### config.mk
export PLATFORM = sky130hd
export DESIGN_NAME = pch_config_header
export DESIGN_NICKNAME = d
export VERILOG_FILES = /design/src/verilog/pch_pkg.sv /design/src/verilog/pch_config_header.sv
export SDC_FILE = /design/constraint.sdc
export NUM_CORES = 1
export LEC_CHECK = 0
export BUFFER_PORTS_ARGS = -buffer_cell sky130_fd_sc_hd__buf_4
export CORE_MARGIN = 2
export CORE_UTILIZATION = 31
export CTS_CLUSTER_DIAMETER = 80
export DETAILED_ROUTE_END_ITERATION = 10
export HOLD_SLACK_MARGIN = 0.15
export PLACE_DENSITY = 0.54
export SYNTH_ARGS = -nofsm -noshare
export SYNTH_HDL_FRONTEND = slang
export SYNTH_SLANG_ARGS = --single-unit
export TNS_END_PERCENT = 5
### constraint.sdc
create_clock -name clk_sys -period 2.99 [get_ports clk_sys]
set_clock_uncertainty 0.15 [all_clocks]
set_input_delay 0.299 -clock clk_sys [delete_from_list [all_inputs] [get_ports clk_sys]]
set_output_delay 0.299 -clock clk_sys [all_outputs]
set_load 0.05 [all_outputs]
### src/verilog/pch_pkg.sv
package pch_pkg;

  ////////////////////////////////////////////////////////////////////////////
  // space sizes and header offsets (byte addresses)
  localparam int unsigned CFG_BYTES   = 256;
  localparam int unsigned HDR_BYTES   = 64;
  localparam logic [7:0]  OFF_IDENT   = 8'h00;
  localparam logic [7:0]  OFF_CMDSTAT = 8'h04;
  localparam logic [7:0]  OFF_REVCLS  = 8'h08;
  localparam logic [7:0]  OFF_CLSBASE = 8'h0b;
  localparam logic [7:0]  OFF_CLSSUB  = 8'h0a;
  localparam logic [7:0]  OFF_CLSPROG = 8'h09;
  localparam logic [7:0]  OFF_MISC    = 8'h0c;
  localparam logic [7:0]  OFF_BAR0    = 8'h10;
  localparam logic [7:0]  OFF_BAR1    = 8'h14;
  localparam logic [7:0]  OFF_ROM     = 8'h30;
  localparam logic [7:0]  OFF_IRQ     = 8'h3c;

  ////////////////////////////////////////////////////////////////////////////
  // fixed and reset values
  localparam logic [23:0] CLASS_VAL      = 24'h008000;
  localparam logic [7:0]  HDR_TYPE_VAL   = 8'h00;
  localparam logic [7:0]  BUILTIN_SELFTEST_VAL       = 8'h00;
  localparam logic [7:0]  IRQ_PIN_VAL    = 8'h00;
  localparam logic [7:0]  MIN_GNT_VAL    = 8'h00;
  localparam logic [7:0]  BUS_LATENCY_MAXIMUM_VAL    = 8'h00;
  localparam logic [7:0]  IRQ_LINE_RST   = 8'hff;
  localparam logic [7:0]  CACHE_RST      = 8'h00;
  localparam logic [7:0]  LAT_RST        = 8'h00;
  localparam logic [1:0]  DEVSEL_TIMING  = 2'h0;
  localparam logic        FAST_B2B_CAP   = 1'b0;
  localparam int unsigned BAR_TYPE_BITS  = 4;

  ////////////////////////////////////////////////////////////////////////////
  // status bit positions
  localparam int unsigned ST_PAR_DET  = 15;
  localparam int unsigned ST_SERR_SIG = 14;
  localparam int unsigned ST_TABORT   = 11;

  ////////////////////////////////////////////////////////////////////////////
  // stepping modes
  typedef enum logic [1:0] {
    PCH_STEP_NEVER,
    PCH_STEP_ALWAYS,
    PCH_STEP_OPTIONAL
  } pch_step_t;

  ////////////////////////////////////////////////////////////////////////////
  // carriers
  typedef struct packed {
    logic fastB2bEn;
    logic serrEn;
    logic stepEn;
    logic parityEn;
    logic paletteSnoop;
    logic mwiEn;
    logic specialEn;
    logic masterEn;
    logic memEn;
    logic ioEn;
  } pch_cmd_t;

  localparam pch_cmd_t CMD_RST = '0;

  typedef struct packed {
    logic        valid;
    logic        write;
    logic [7:0]  addr;
    logic [3:0]  byteEn;
    logic [31:0] wdata;
  } pch_cfg_req_t;

  typedef struct packed {
    logic        valid;
    logic [31:0] rdata;
  } pch_cfg_rsp_t;

  typedef struct packed {
    logic        valid;
    logic        isIo;
    logic [31:0] addr;
  } pch_space_t;

  typedef struct packed {
    logic parityErr;
    logic addrParityErr;
    logic targetAbort;
  } pch_evt_t;

endpackage
### src/verilog/pch_config_header.sv
`timescale 1ns/1ps
//Contract
// - 256-byte configuration space, header plus device area
// - first 64 bytes follow standard header layout
// - configuration accesses answered at any time
// - identifiers, command and status always implemented
// - supported functions use standard location, meaning
// - reads return values actually in use
// - five identification fields are read-only
// - header type reports layout 00h, bit 7
// - class code bytes at 0Bh, 0Ah, 09h
// - zero command disconnects all but configuration
// - command bit 0 enables I/O, resets 0
// - command bit 1 enables memory, resets 0
// - command bit 2 enables mastering, resets 0
// - command bit 3 monitors special cycles
// - command bit 4 permits write-and-invalidate
// - command bit 5 enables palette snooping
// - command bit 6 parity response, resets 0
// - command bit 7 stepping per capability
// - bit 8 system error; address parity needs 6,8
// - bit 9 fast back-to-back, software sets
// - status bits clear on written one
// - base register bit 0 shows space type
// - sizing returns zeros below decode size
// - base at 14h maps board registers, no irq
module pch_config_header
  import pch_pkg::*;
#(
  parameter logic [15:0] MAKER_ID     = 16'h5a5a, // arbitrary value
  parameter logic [15:0] PART_ID      = 16'ha5a5, // arbitrary value
  parameter logic [7:0]  REVISION     = 8'h01,    // arbitrary value
  parameter int unsigned BAR0_LOG2    = 7,
  parameter int unsigned BAR1_LOG2    = 6,
  parameter logic        BAR1_IS_IO   = 1'b1,
  parameter pch_step_t   STEP_MODE    = PCH_STEP_NEVER
) (
  // clock and reset
  input  wire logic               clk_sys,
  input  wire logic               srst,
  // configuration access
  input  wire pch_pkg::pch_cfg_req_t cfgReq,
  output pch_pkg::pch_cfg_rsp_t   cfgRsp,
  // memory and I/O space decode
  input  wire pch_pkg::pch_space_t spaceReq,
  output logic                    bar0Hit,
  output logic                    bar1Hit,
  // bus events and error drivers
  input  wire pch_pkg::pch_evt_t  busEvt,
  output logic                    perrDrive,
  output logic                    serrDrive,
  // command state in use
  output pch_pkg::pch_cmd_t       cmdCtl
);
  import pch_pkg::*;

  ////////////////////////////////////////////////////////////////////////////
  // helpers
  function automatic logic [31:0] mergeBytes(input logic [31:0] old,
                                             input logic [31:0] wd,
                                             input logic [3:0]  be);
    logic [31:0] res;
    res = old;
    for (int i = 0; i < 4; i++) begin
      if (be[i]) begin
        res[i*8 +: 8] = wd[i*8 +: 8];
      end
    end
    return res;
  endfunction

  function automatic logic hitWord(input logic [7:0] a,
                                   input logic [7:0] off);
    return a[7:2] == off[7:2];
  endfunction

  localparam logic [31:0] BAR0_MASK = ~((32'h1 << BAR0_LOG2) - 32'h1);
  localparam logic [31:0] BAR1_MASK = ~((32'h1 << BAR1_LOG2) - 32'h1);
  localparam logic [3:0]  BAR0_TYPE = 4'h0;
  localparam logic [3:0]  BAR1_TYPE = BAR1_IS_IO ? 4'h1 : 4'h0;
  localparam logic        STEP_RST  = (STEP_MODE != PCH_STEP_NEVER);

  ////////////////////////////////////////////////////////////////////////////
  // state
  pch_cmd_t     cmd_r;
  logic [15:0]  status_r;
  logic [31:0]  bar0_r;
  logic [31:0]  bar1_r;
  logic [31:0]  rom_r;
  logic [7:0]   cache_r;
  logic [7:0]   latency_r;
  logic [7:0]   irqLine_r;
  pch_cfg_rsp_t rsp_r;
  logic         bar0Hit_r;
  logic         bar1Hit_r;
  logic         perr_r;
  logic         serr_r;

  logic         wrEn;
  logic         inHeader;
  logic         serrEvt;
  logic [31:0]  cmdWord;
  logic [31:0]  rdWord;

  assign wrEn     = cfgReq.valid && cfgReq.write;
  assign inHeader = cfgReq.addr < 8'(HDR_BYTES);
  assign serrEvt  = busEvt.addrParityErr && cmd_r.serrEn
                    && cmd_r.parityEn;
  assign cmdWord  = mergeBytes({22'h0, cmd_r}, cfgReq.wdata,
                               cfgReq.byteEn);

  ////////////////////////////////////////////////////////////////////////////
  // command register
  always_ff @(posedge clk_sys) begin
    if (srst) begin
      cmd_r        <= CMD_RST;
      cmd_r.stepEn <= STEP_RST;
    end else if (wrEn && hitWord(cfgReq.addr, OFF_CMDSTAT)) begin
      cmd_r <= pch_cmd_t'(cmdWord[9:0]);
      if (STEP_MODE != PCH_STEP_OPTIONAL) begin
        cmd_r.stepEn <= STEP_RST;
      end
    end
  end

  ////////////////////////////////////////////////////////////////////////////
  // status: events set, written ones clear, set wins
  always_ff @(posedge clk_sys) begin
    if (srst) begin
      status_r <= 16'h0000;
    end else begin
      for (int b = 0; b < 16; b++) begin
        if (wrEn && hitWord(cfgReq.addr, OFF_CMDSTAT)
            && cfgReq.byteEn[2 + b/8] && cfgReq.wdata[16 + b]) begin
          status_r[b] <= 1'b0;
        end
      end
      if (busEvt.parityErr) begin
        status_r[ST_PAR_DET] <= 1'b1;
      end
      if (serrEvt) begin
        status_r[ST_SERR_SIG] <= 1'b1;
      end
      if (busEvt.targetAbort) begin
        status_r[ST_TABORT] <= 1'b1;
      end
    end
  end

  ////////////////////////////////////////////////////////////////////////////
  // base address, expansion rom and writable misc bytes
  always_ff @(posedge clk_sys) begin
    if (srst) begin
      bar0_r <= 32'h0000_0000;
      bar1_r <= 32'h0000_0000;
      rom_r  <= 32'h0000_0000;
    end else if (wrEn) begin
      if (hitWord(cfgReq.addr, OFF_BAR0)) begin
        bar0_r <= mergeBytes(bar0_r, cfgReq.wdata, cfgReq.byteEn)
                  & BAR0_MASK;
      end
      if (hitWord(cfgReq.addr, OFF_BAR1)) begin
        bar1_r <= mergeBytes(bar1_r, cfgReq.wdata, cfgReq.byteEn)
                  & BAR1_MASK;
      end
      if (hitWord(cfgReq.addr, OFF_ROM)) begin
        rom_r <= mergeBytes(rom_r, cfgReq.wdata, cfgReq.byteEn);
      end
    end
  end

  always_ff @(posedge clk_sys) begin
    if (srst) begin
      cache_r   <= CACHE_RST;
      latency_r <= LAT_RST;
      irqLine_r <= IRQ_LINE_RST;
    end else if (wrEn) begin
      if (hitWord(cfgReq.addr, OFF_MISC) && cfgReq.byteEn[0]) begin
        cache_r <= cfgReq.wdata[7:0];
      end
      if (hitWord(cfgReq.addr, OFF_MISC) && cfgReq.byteEn[1]) begin
        latency_r <= cfgReq.wdata[15:8];
      end
      if (hitWord(cfgReq.addr, OFF_IRQ) && cfgReq.byteEn[0]) begin
        irqLine_r <= cfgReq.wdata[7:0];
      end
    end
  end

  ////////////////////////////////////////////////////////////////////////////
  // read mux: live values, identifiers constant
  always_comb begin
    rdWord = 32'h0000_0000;
    if (inHeader) begin
      case (cfgReq.addr[5:2])
        OFF_IDENT[5:2]:   rdWord = {PART_ID, MAKER_ID};
        OFF_CMDSTAT[5:2]: rdWord = {status_r[15:11], DEVSEL_TIMING,
                                    1'b0, FAST_B2B_CAP, 7'h00,
                                    6'h00, cmd_r};
        OFF_REVCLS[5:2]:  rdWord = {CLASS_VAL, REVISION};
        OFF_MISC[5:2]:    rdWord = {BUILTIN_SELFTEST_VAL, HDR_TYPE_VAL,
                                    latency_r, cache_r};
        OFF_BAR0[5:2]:    rdWord = {bar0_r[31:BAR_TYPE_BITS],
                                    BAR0_TYPE};
        OFF_BAR1[5:2]:    rdWord = {bar1_r[31:BAR_TYPE_BITS],
                                    BAR1_TYPE};
        OFF_ROM[5:2]:     rdWord = rom_r;
        OFF_IRQ[5:2]:     rdWord = {BUS_LATENCY_MAXIMUM_VAL, MIN_GNT_VAL,
                                    IRQ_PIN_VAL, irqLine_r};
        default:          rdWord = 32'h0000_0000;
      endcase
    end
  end

  // every access is answered one cycle later, reads and writes alike
  always_ff @(posedge clk_sys) begin
    if (srst) begin
      rsp_r <= '0;
    end else begin
      rsp_r.valid <= cfgReq.valid;
      rsp_r.rdata <= (cfgReq.valid && !cfgReq.write) ? rdWord
                                                     : 32'h0000_0000;
    end
  end

  ////////////////////////////////////////////////////////////////////////////
  // space decode and error drivers
  always_ff @(posedge clk_sys) begin
    if (srst) begin
      bar0Hit_r <= 1'b0;
      bar1Hit_r <= 1'b0;
    end else begin
      bar0Hit_r <= spaceReq.valid && !spaceReq.isIo && cmd_r.memEn
                   && ((spaceReq.addr & BAR0_MASK) == bar0_r);
      bar1Hit_r <= spaceReq.valid && (spaceReq.isIo == BAR1_IS_IO)
                   && (BAR1_IS_IO ? cmd_r.ioEn : cmd_r.memEn)
                   && ((spaceReq.addr & BAR1_MASK) == bar1_r);
    end
  end

  always_ff @(posedge clk_sys) begin
    if (srst) begin
      perr_r <= 1'b0;
      serr_r <= 1'b0;
    end else begin
      perr_r <= busEvt.parityErr && cmd_r.parityEn;
      serr_r <= serrEvt;
    end
  end

  assign cfgRsp    = rsp_r;
  assign bar0Hit   = bar0Hit_r;
  assign bar1Hit   = bar1Hit_r;
  assign perrDrive = perr_r;
  assign serrDrive = serr_r;
  assign cmdCtl    = cmd_r;

  ////////////////////////////////////////////////////////////////////////////
  // checks
  property p_answer;
    @(posedge clk_sys) disable iff (srst)
      cfgReq.valid |=> cfgRsp.valid;
  endproperty
  a_answer: assert property (p_answer)
    else $error("config access not answered");

  property p_ident;
    @(posedge clk_sys) disable iff (srst)
      (cfgReq.valid && !cfgReq.write && cfgReq.addr[7:2] == 6'h00)
      |=> cfgRsp.rdata == {PART_ID, MAKER_ID};
  endproperty
  a_ident: assert property (p_ident)
    else $error("identifier read wrong");

  property p_class;
    @(posedge clk_sys) disable iff (srst)
      (cfgReq.valid && !cfgReq.write && cfgReq.addr[7:2] == 6'h02)
      |=> cfgRsp.rdata[31:8] == CLASS_VAL;
  endproperty
  a_class: assert property (p_class)
    else $error("class code read wrong");

  property p_hdrType;
    @(posedge clk_sys) disable iff (srst)
      (cfgReq.valid && !cfgReq.write && cfgReq.addr[7:2] == 6'h03)
      |=> cfgRsp.rdata[23:16] == HDR_TYPE_VAL;
  endproperty
  a_hdrType: assert property (p_hdrType)
    else $error("header type read wrong");

  property p_disconnect;
    @(posedge clk_sys) disable iff (srst)
      (!cmd_r.memEn && !cmd_r.ioEn) |=> !bar0Hit && !bar1Hit;
  endproperty
  a_disconnect: assert property (p_disconnect)
    else $error("space claimed while disabled");

  property p_resetCmd;
    @(posedge clk_sys)
      srst |=> (cmdCtl.ioEn == 1'b0 && cmdCtl.memEn == 1'b0
                && cmdCtl.parityEn == 1'b0 && cmdCtl.serrEn == 1'b0
                && cmdCtl.stepEn == STEP_RST);
  endproperty
  a_resetCmd: assert property (p_resetCmd)
    else $error("command reset value wrong");

  property p_serr;
    @(posedge clk_sys) disable iff (srst)
      serrDrive |-> $past(cmd_r.serrEn) && $past(cmd_r.parityEn)
                    && $past(busEvt.addrParityErr);
  endproperty
  a_serr: assert property (p_serr)
    else $error("system error without both enables");

  property p_statusSet;
    @(posedge clk_sys) disable iff (srst)
      busEvt.parityErr |=> status_r[ST_PAR_DET] ##1
      (status_r[ST_PAR_DET] || $past(wrEn));
  endproperty
  a_statusSet: assert property (p_statusSet)
    else $error("parity event lost");

  property p_barLow;
    @(posedge clk_sys) disable iff (srst)
      (cfgReq.valid && !cfgReq.write && cfgReq.addr[7:2] == 6'h04)
      |=> cfgRsp.rdata[BAR0_LOG2-1:0] == '0;
  endproperty
  a_barLow: assert property (p_barLow)
    else $error("base register low bits not zero");

  property p_barType;
    @(posedge clk_sys) disable iff (srst)
      (cfgReq.valid && !cfgReq.write && cfgReq.addr[7:2] == 6'h05)
      |=> cfgRsp.rdata[0] == BAR1_IS_IO;
  endproperty
  a_barType: assert property (p_barType)
    else $error("base register space type wrong");

  property p_unmapped;
    @(posedge clk_sys) disable iff (srst)
      (cfgReq.valid && !cfgReq.write && cfgReq.addr >= 8'h40)
      |=> cfgRsp.rdata == 32'h0000_0000;
  endproperty
  a_unmapped: assert property (p_unmapped)
    else $error("unmapped location not zero");

endmodule // pch_config_header

# After elaboration in Yosys (flattened, before gate mapping)
# Index checks and enable logic that the tools add are counted.
# Widths: inputs -> output; s select.
totals:
  ff_bits: 156
  latchBits: 0
  ramBits: 0
  romBits: 0
  input_bits: 85
  out_inout_bits: 47
  elab_cells: 101
  memories: 0
classes:
  addsub: 0
  mul: 0
  n_div: 0
  order_cmp: 1
  eq_ne: 15
  n_shift: 0
  n_mux: 7
  n_bitwise: 2
  n_reduce_logical: 43
op_table:
  columns: ["operator", "count"]
  rows:
  - ["$pmux 32 s8", 1]
  - ["$reduce_and 3->1", 12]
  - ["$eq 26x26->1", 1]
  - ["$eq 25x25->1", 1]
  - ["$logic_and 1x1->1", 19]
  - ["$eq 6x3->1 const B", 2]
  - ["$eq 6x4->1 const B", 2]
  - ["$reduce_and 2->1", 5]
  - ["$eq 4x2->1 const B", 2]
  - ["$eq 4x3->1 const B", 2]
  - ["$eq 4x4->1 const B", 2]
  - ["$lt 8x7->1 const B", 1]
  - ["$eq 6x1->1 const B", 1]
  - ["$eq 6x2->1 const B", 1]
  - ["$mux 1", 6]
  - ["$reduce_bool 2->1", 3]
  - ["$eq 4x1->1 const B", 1]
  - ["$logic_not 4->1", 1]
  - ["$reduce_or 3->1", 1]
  - ["$logic_not 1->1", 2]
  - ["$not 1->1", 2]

# Longest topological paths before layout
depth:
  ltp_word: 6
  mapped_depth: 6
  ltp_nobuf: 4

# Worst setup path after synthesis
# Ideal clock, no wire load.
synth_timing:
  path_type: "input-to-reg"
  start: "input port cfgReq[38] (netlist bit)"
  end: "register rsp_r, in the netlist cfgRsp[6]"
  setup_ns: 0.137
  arrival_ns: 1.298
  required_time_ns: 2.703
  slack_ns: 1.406
  cell_stages: 6
  n_path_buf: 2
  cell_sequence: "buf_2 > and4_1 > buf_6 > a22o_1 > a221oi_1 > a31oi_1"
synth_between:
  elab_chain_len: 3
  word_cells_on_any_way: 12
  classes_between: "1 x order compare; 7 x eq/ne; 1 x mux; 1 x bitwise; 2 x reduce/logical"
synth_lines:
  columns: ["element", "line_no", "source"]
  rows:
  - ["from (decl)", "pch_config_header.sv:42", "input wire pch_pkg::pch_cfg_req_t cfgReq,"]
  - ["$lt 8x7->1", "pch_config_header.sv:106", "assign inHeader = cfgReq.addr < 8'(HDR_BYTES);"]
  - ["$not 1->1 (no line)", null, null]
  - ["$reduce_or 3->1 (no line)", null, null]
  - ["to (decl)", "pch_config_header.sv:93", "pch_cfg_rsp_t rsp_r;"]
# Several ways; a longest one is shown, not always the timed one.
# A chain may end at the register's enable or synchronous reset.

# Worst setup path after layout
layout_timing:
  start: "input port spaceReq[12] (netlist bit)"
  end: "register bar1Hit_r, in the netlist bar1Hit"
layout_between:
  elab_chain_len: 2
layout_lines:
  columns: ["element", "line_no", "source"]
  rows:
  - ["from (decl)", "pch_config_header.sv:45", "input wire pch_pkg::pch_space_t spaceReq,"]
  - ["$eq 26x26->1", "pch_config_header.sv:237", "&& ((spaceReq.addr & BAR1_MASK) == bar1_r);"]
  - ["$logic_and 1x1->1", "pch_config_header.sv:237", null]
  - ["to (signal assigned)", "pch_config_header.sv:235", "bar1Hit_r <= spaceReq.valid && (spaceReq.isIo == BAR1_IS_IO)"]
  - ["to (decl)", "pch_config_header.sv:95", "logic bar1Hit_r;"]
# Every way passes these cells.

==> impl_metrics.csv <==
group,metric,value,unit
clock_tree,clkTransAtPathRegs,0.07,ns
critical_path,critPathLaunch,"spaceReq[12]",
floorplan,die_w,151.3,um
clock_tree,cts_tree,"built",
timing,max-slew-margin-rel,43.78,%
clock_tree,cts_buffers,17,
logic_synthesis,synth.yosys.seq_area_share,46.44,%
route,wl_per_cell,17.82,um
place,hpwl,13270,um
finish,fin_util,41.69,%
place,gp_congestion,0.7911,
route,wl_met3,762,um
pwr,vdd_ir_drop_max,0.3858,mV
timing,post-route-period-util,86.92,%
logic_synthesis,synth_top_family_by_area,"multiplexers",
pwr,power.total,4.542,mW
timing,maxSlewViolCount,0,
timing,setup_slack,0.3911,ns
place,dp_slack,0.8758,ns
timing,maxClockFrequency,0.3848,GHz
critical_path,critPathLaunchType,"input pin",
route,firstDrtPassIters,5,
critical_path,reg2reg_depth,5,
finish,layout-drive-gt1-share,22.44,%
finish,final_nets,892,
critical_path,crit_required,3.20,ns
floorplan,ios,132,
route,antenna_left,0,
finish,syn_to_final_growth,31.13,%
timing,max_slew.worst_pin.slew,0.8412,ns
logic_synthesis,synth_simple_gate_area_share,15.70,%
grt,grt_first_pass_wirelength,29970,um
route,wl_met1,9220,um
timing,hold_viol_final,0,
clock_tree,cts_max_level,4,
logic_synthesis,synth_common_cells,"dfxtp_1, mux2i_1, nor2_1, a22oi_1, xor2_1",
place,placed_area,0.007780,sq mm
critical_path,crit_path_end,"bar1Hit",
logic_synthesis,synth.distinct_cells,39,
worst_hold_path,hold_path.class,"input pin to flop",
grt,grt_pass1_vias,5207,
logic_synthesis,synth_ff_type,"dfxtp_1",
route,wl_met2,9206,um
logic_synthesis,ys_ff_latch,156,
logic_synthesis,yosysTopAreaCell,"dfxtp_1",
timing,setup_violations,0,
route,drtIter0Drc,358,
floorplan,std_cell_rows,53,
finish,design_area,0.008818,sq mm
grt,grt-ovfl-total,0,
timing,fin_setup_tns,0,ns
route,finalWirelength,19520,um
route,highest_layer,"met4",
place,numPortBuffers,122,
finish,n_antenna_cell,0,
floorplan,core_area,0.02115,sq mm
clock_tree,clockBufferDepth,2,
logic_synthesis,muxShareOfSynthArea,17.27,%
grt,grt_max_degree,57,
pwr,p_leak,4.159,nW
critical_path,endpoint_kind,"flop",
logic_synthesis,synth_area_per_cell,10.36,sq um
status,outcome,"finished, final reports clean",
critical_path,cp_max_fo,2,
route,drt-vias-per-instance,4.839,
logic_synthesis,synthXorXnorAreaFrac,6.642,%
grt,antenna_found_initial,0,
timing,period_minus_slack,2.599,ns
route,route.detailed.drc,0,
logic_synthesis,syn_area,0.006725,sq mm
logic_synthesis,yosysMostFrequentCell,"dfxtp_1",
logic_synthesis,yosysTopAreaCellShare,46.44,%
logic_synthesis,synth_compound_area_share,9.507,%
logic_synthesis,async_reset_ff_share,0,%
finish,fillers,2101,
critical_path,r2r-end,"bar1Hit",
critical_path,path_class,"input pin to flop",
floorplan,die_h,151.3,um
logic_synthesis,synth_nets,734,
pwr,powerDensity,515.0,mW/mm^2
timing,rsz0062_at_grt,"false",
logic_synthesis,synth-adder-area-share,0,%
logic_synthesis,synth.area.top_cells,"dfxtp_1, mux2i_1, nor2_1, a22oi_1, xor2_1",
floorplan,initial_core_util,31.79,%
clock_tree,clock_latency,0.42,ns
critical_path,critPathArrivalTime,2.81,ns
logic_synthesis,yosys_warnings,0,
clock_tree,clockRootBuffer,"clkbuf_16",
critical_path,rrSetupSlack,0.50,ns
logic_synthesis,synth_edf_count,0,
route,vias,5299,
grt,grt_use_total,17.52,%
flow_run,maxCapViolations,0,
clock_tree,cts_num_sinks,156,
floorplan,dieArea,0.02289,sq mm
critical_path,reg2reg_from,"bar1_r[25]",
logic_synthesis,synth_cells,649,
==> placed cells by master (no fill, tap or decap), types with 3 or more instances in the layout <==
master	instances
dfxtp_1	156
a21oi_1	14
clkinv_4	3
nand2_1	28
inv_6	8
nand4_1	5
nor4_1	10
buf_4	133
a22oi_1	44
nor2_1	112
and3_1	3
nand3_2	3
dlygate4sd3_1	46
and4bb_1	3
and4_1	3
clkbuf_16	17
xnor2_1	19
mux2i_1	116
xor2_1	32
a31oi_1	18
o21a_1	3
nand3_1	6
nand3_4	11
==> power by group <==
part	internal [mW]	switching [mW]
Clock	1.18	0.961
Sequential	2.08	0.00271
Combinational	0.150	0.170
Total	3.41	1.13
==> state kept, by name, summed over array words and instances, names as in the netlist <==
register	cells
bar0Hit	1
bar0_r	25
bar1Hit	1
bar1_r	26
cache_r	8
cfgRsp	33
cmdCtl	9
irqLine_r	8
latency_r	8
perrDrive	1
rom_r	32
serrDrive	1
status_r	3
==> timing repair <==
item,CTS,global route
buffers inserted,0,0
hold buffers,46,0
hold endpoints to repair,124,0
gates resized for setup,0,0
==> kinds of logic (layout without fill, tap and decap cells) <==
| kind of cell | Yosys count | count (layout) |
|---|---|---|
| simple gates | 192 | 192 |
| flops | 156 | 156 |
| mux | 116 | 116 |
| compound gates | 91 | 91 |
| xor+xnor | 51 | 51 |
| buf+inv | 42 | 213 |
| other cells | 1 | 1 |
==> metal layers <==
layer | vias to the layer above | GRT usage, %
met2 | 117 | 28.57
met4 | 0 | 5.888
met3 | 20 | 3.283
met5 | - | 0
met1 | 2524 | 23.27
li1 | 2638 | -
==> metrics by stage <==
stage,instances,hold WS (ns)
4_1_cts,1095,0.1798
6_report,1095,0.1946
3_5_place_dp,1017,0.3144
2_1_floorplan,649,0.2279
3_3_place_gp,1017,0.3081
5_1_grt,1095,0.2030
==> how the worst min path moves through the flow <==
stage                      start           end  slack, ns  cells past startpoint
floorplan                   srst    cfgRsp[32]       0.23                      1
global placement    irqLine_r[3]  irqLine_r[3]       0.31                      2
detailed placement  irqLine_r[4]  irqLine_r[4]       0.31                      2
CTS                   cfgReq[33]     cmdCtl[9]       0.18                      4
global route          cfgReq[33]     cmdCtl[8]       0.20                      4
finish                cfgReq[33]     cmdCtl[9]       0.19                      4
==> layout make-up <==
class | count | area, sq um | share of cell area, %
multi-input cells | 451 | 3307 | 37.50
well taps | 275 | 344.1 | 3.902
repair buffers | 179 | 1459 | 16.54
clock buffers | 17 | 425.4 | 4.824
clock inverters | 15 | 152.6 | 1.731
flip-flops and latches | 156 | 3123 | 35.41
inverters | 2 | 7.507 | 0.08513
==> critical path, stage by stage <==
cell,delay [ns]
dlygate4sd3_1,0.54
buf_4,0.15
xnor2_1,0.15
nand3_1,0.09
dlygate4sd3_1,0.56
nor4_1,0.39
dlygate4sd3_1,0.63
No activity file was read; power rests on OpenSTA's default activity.
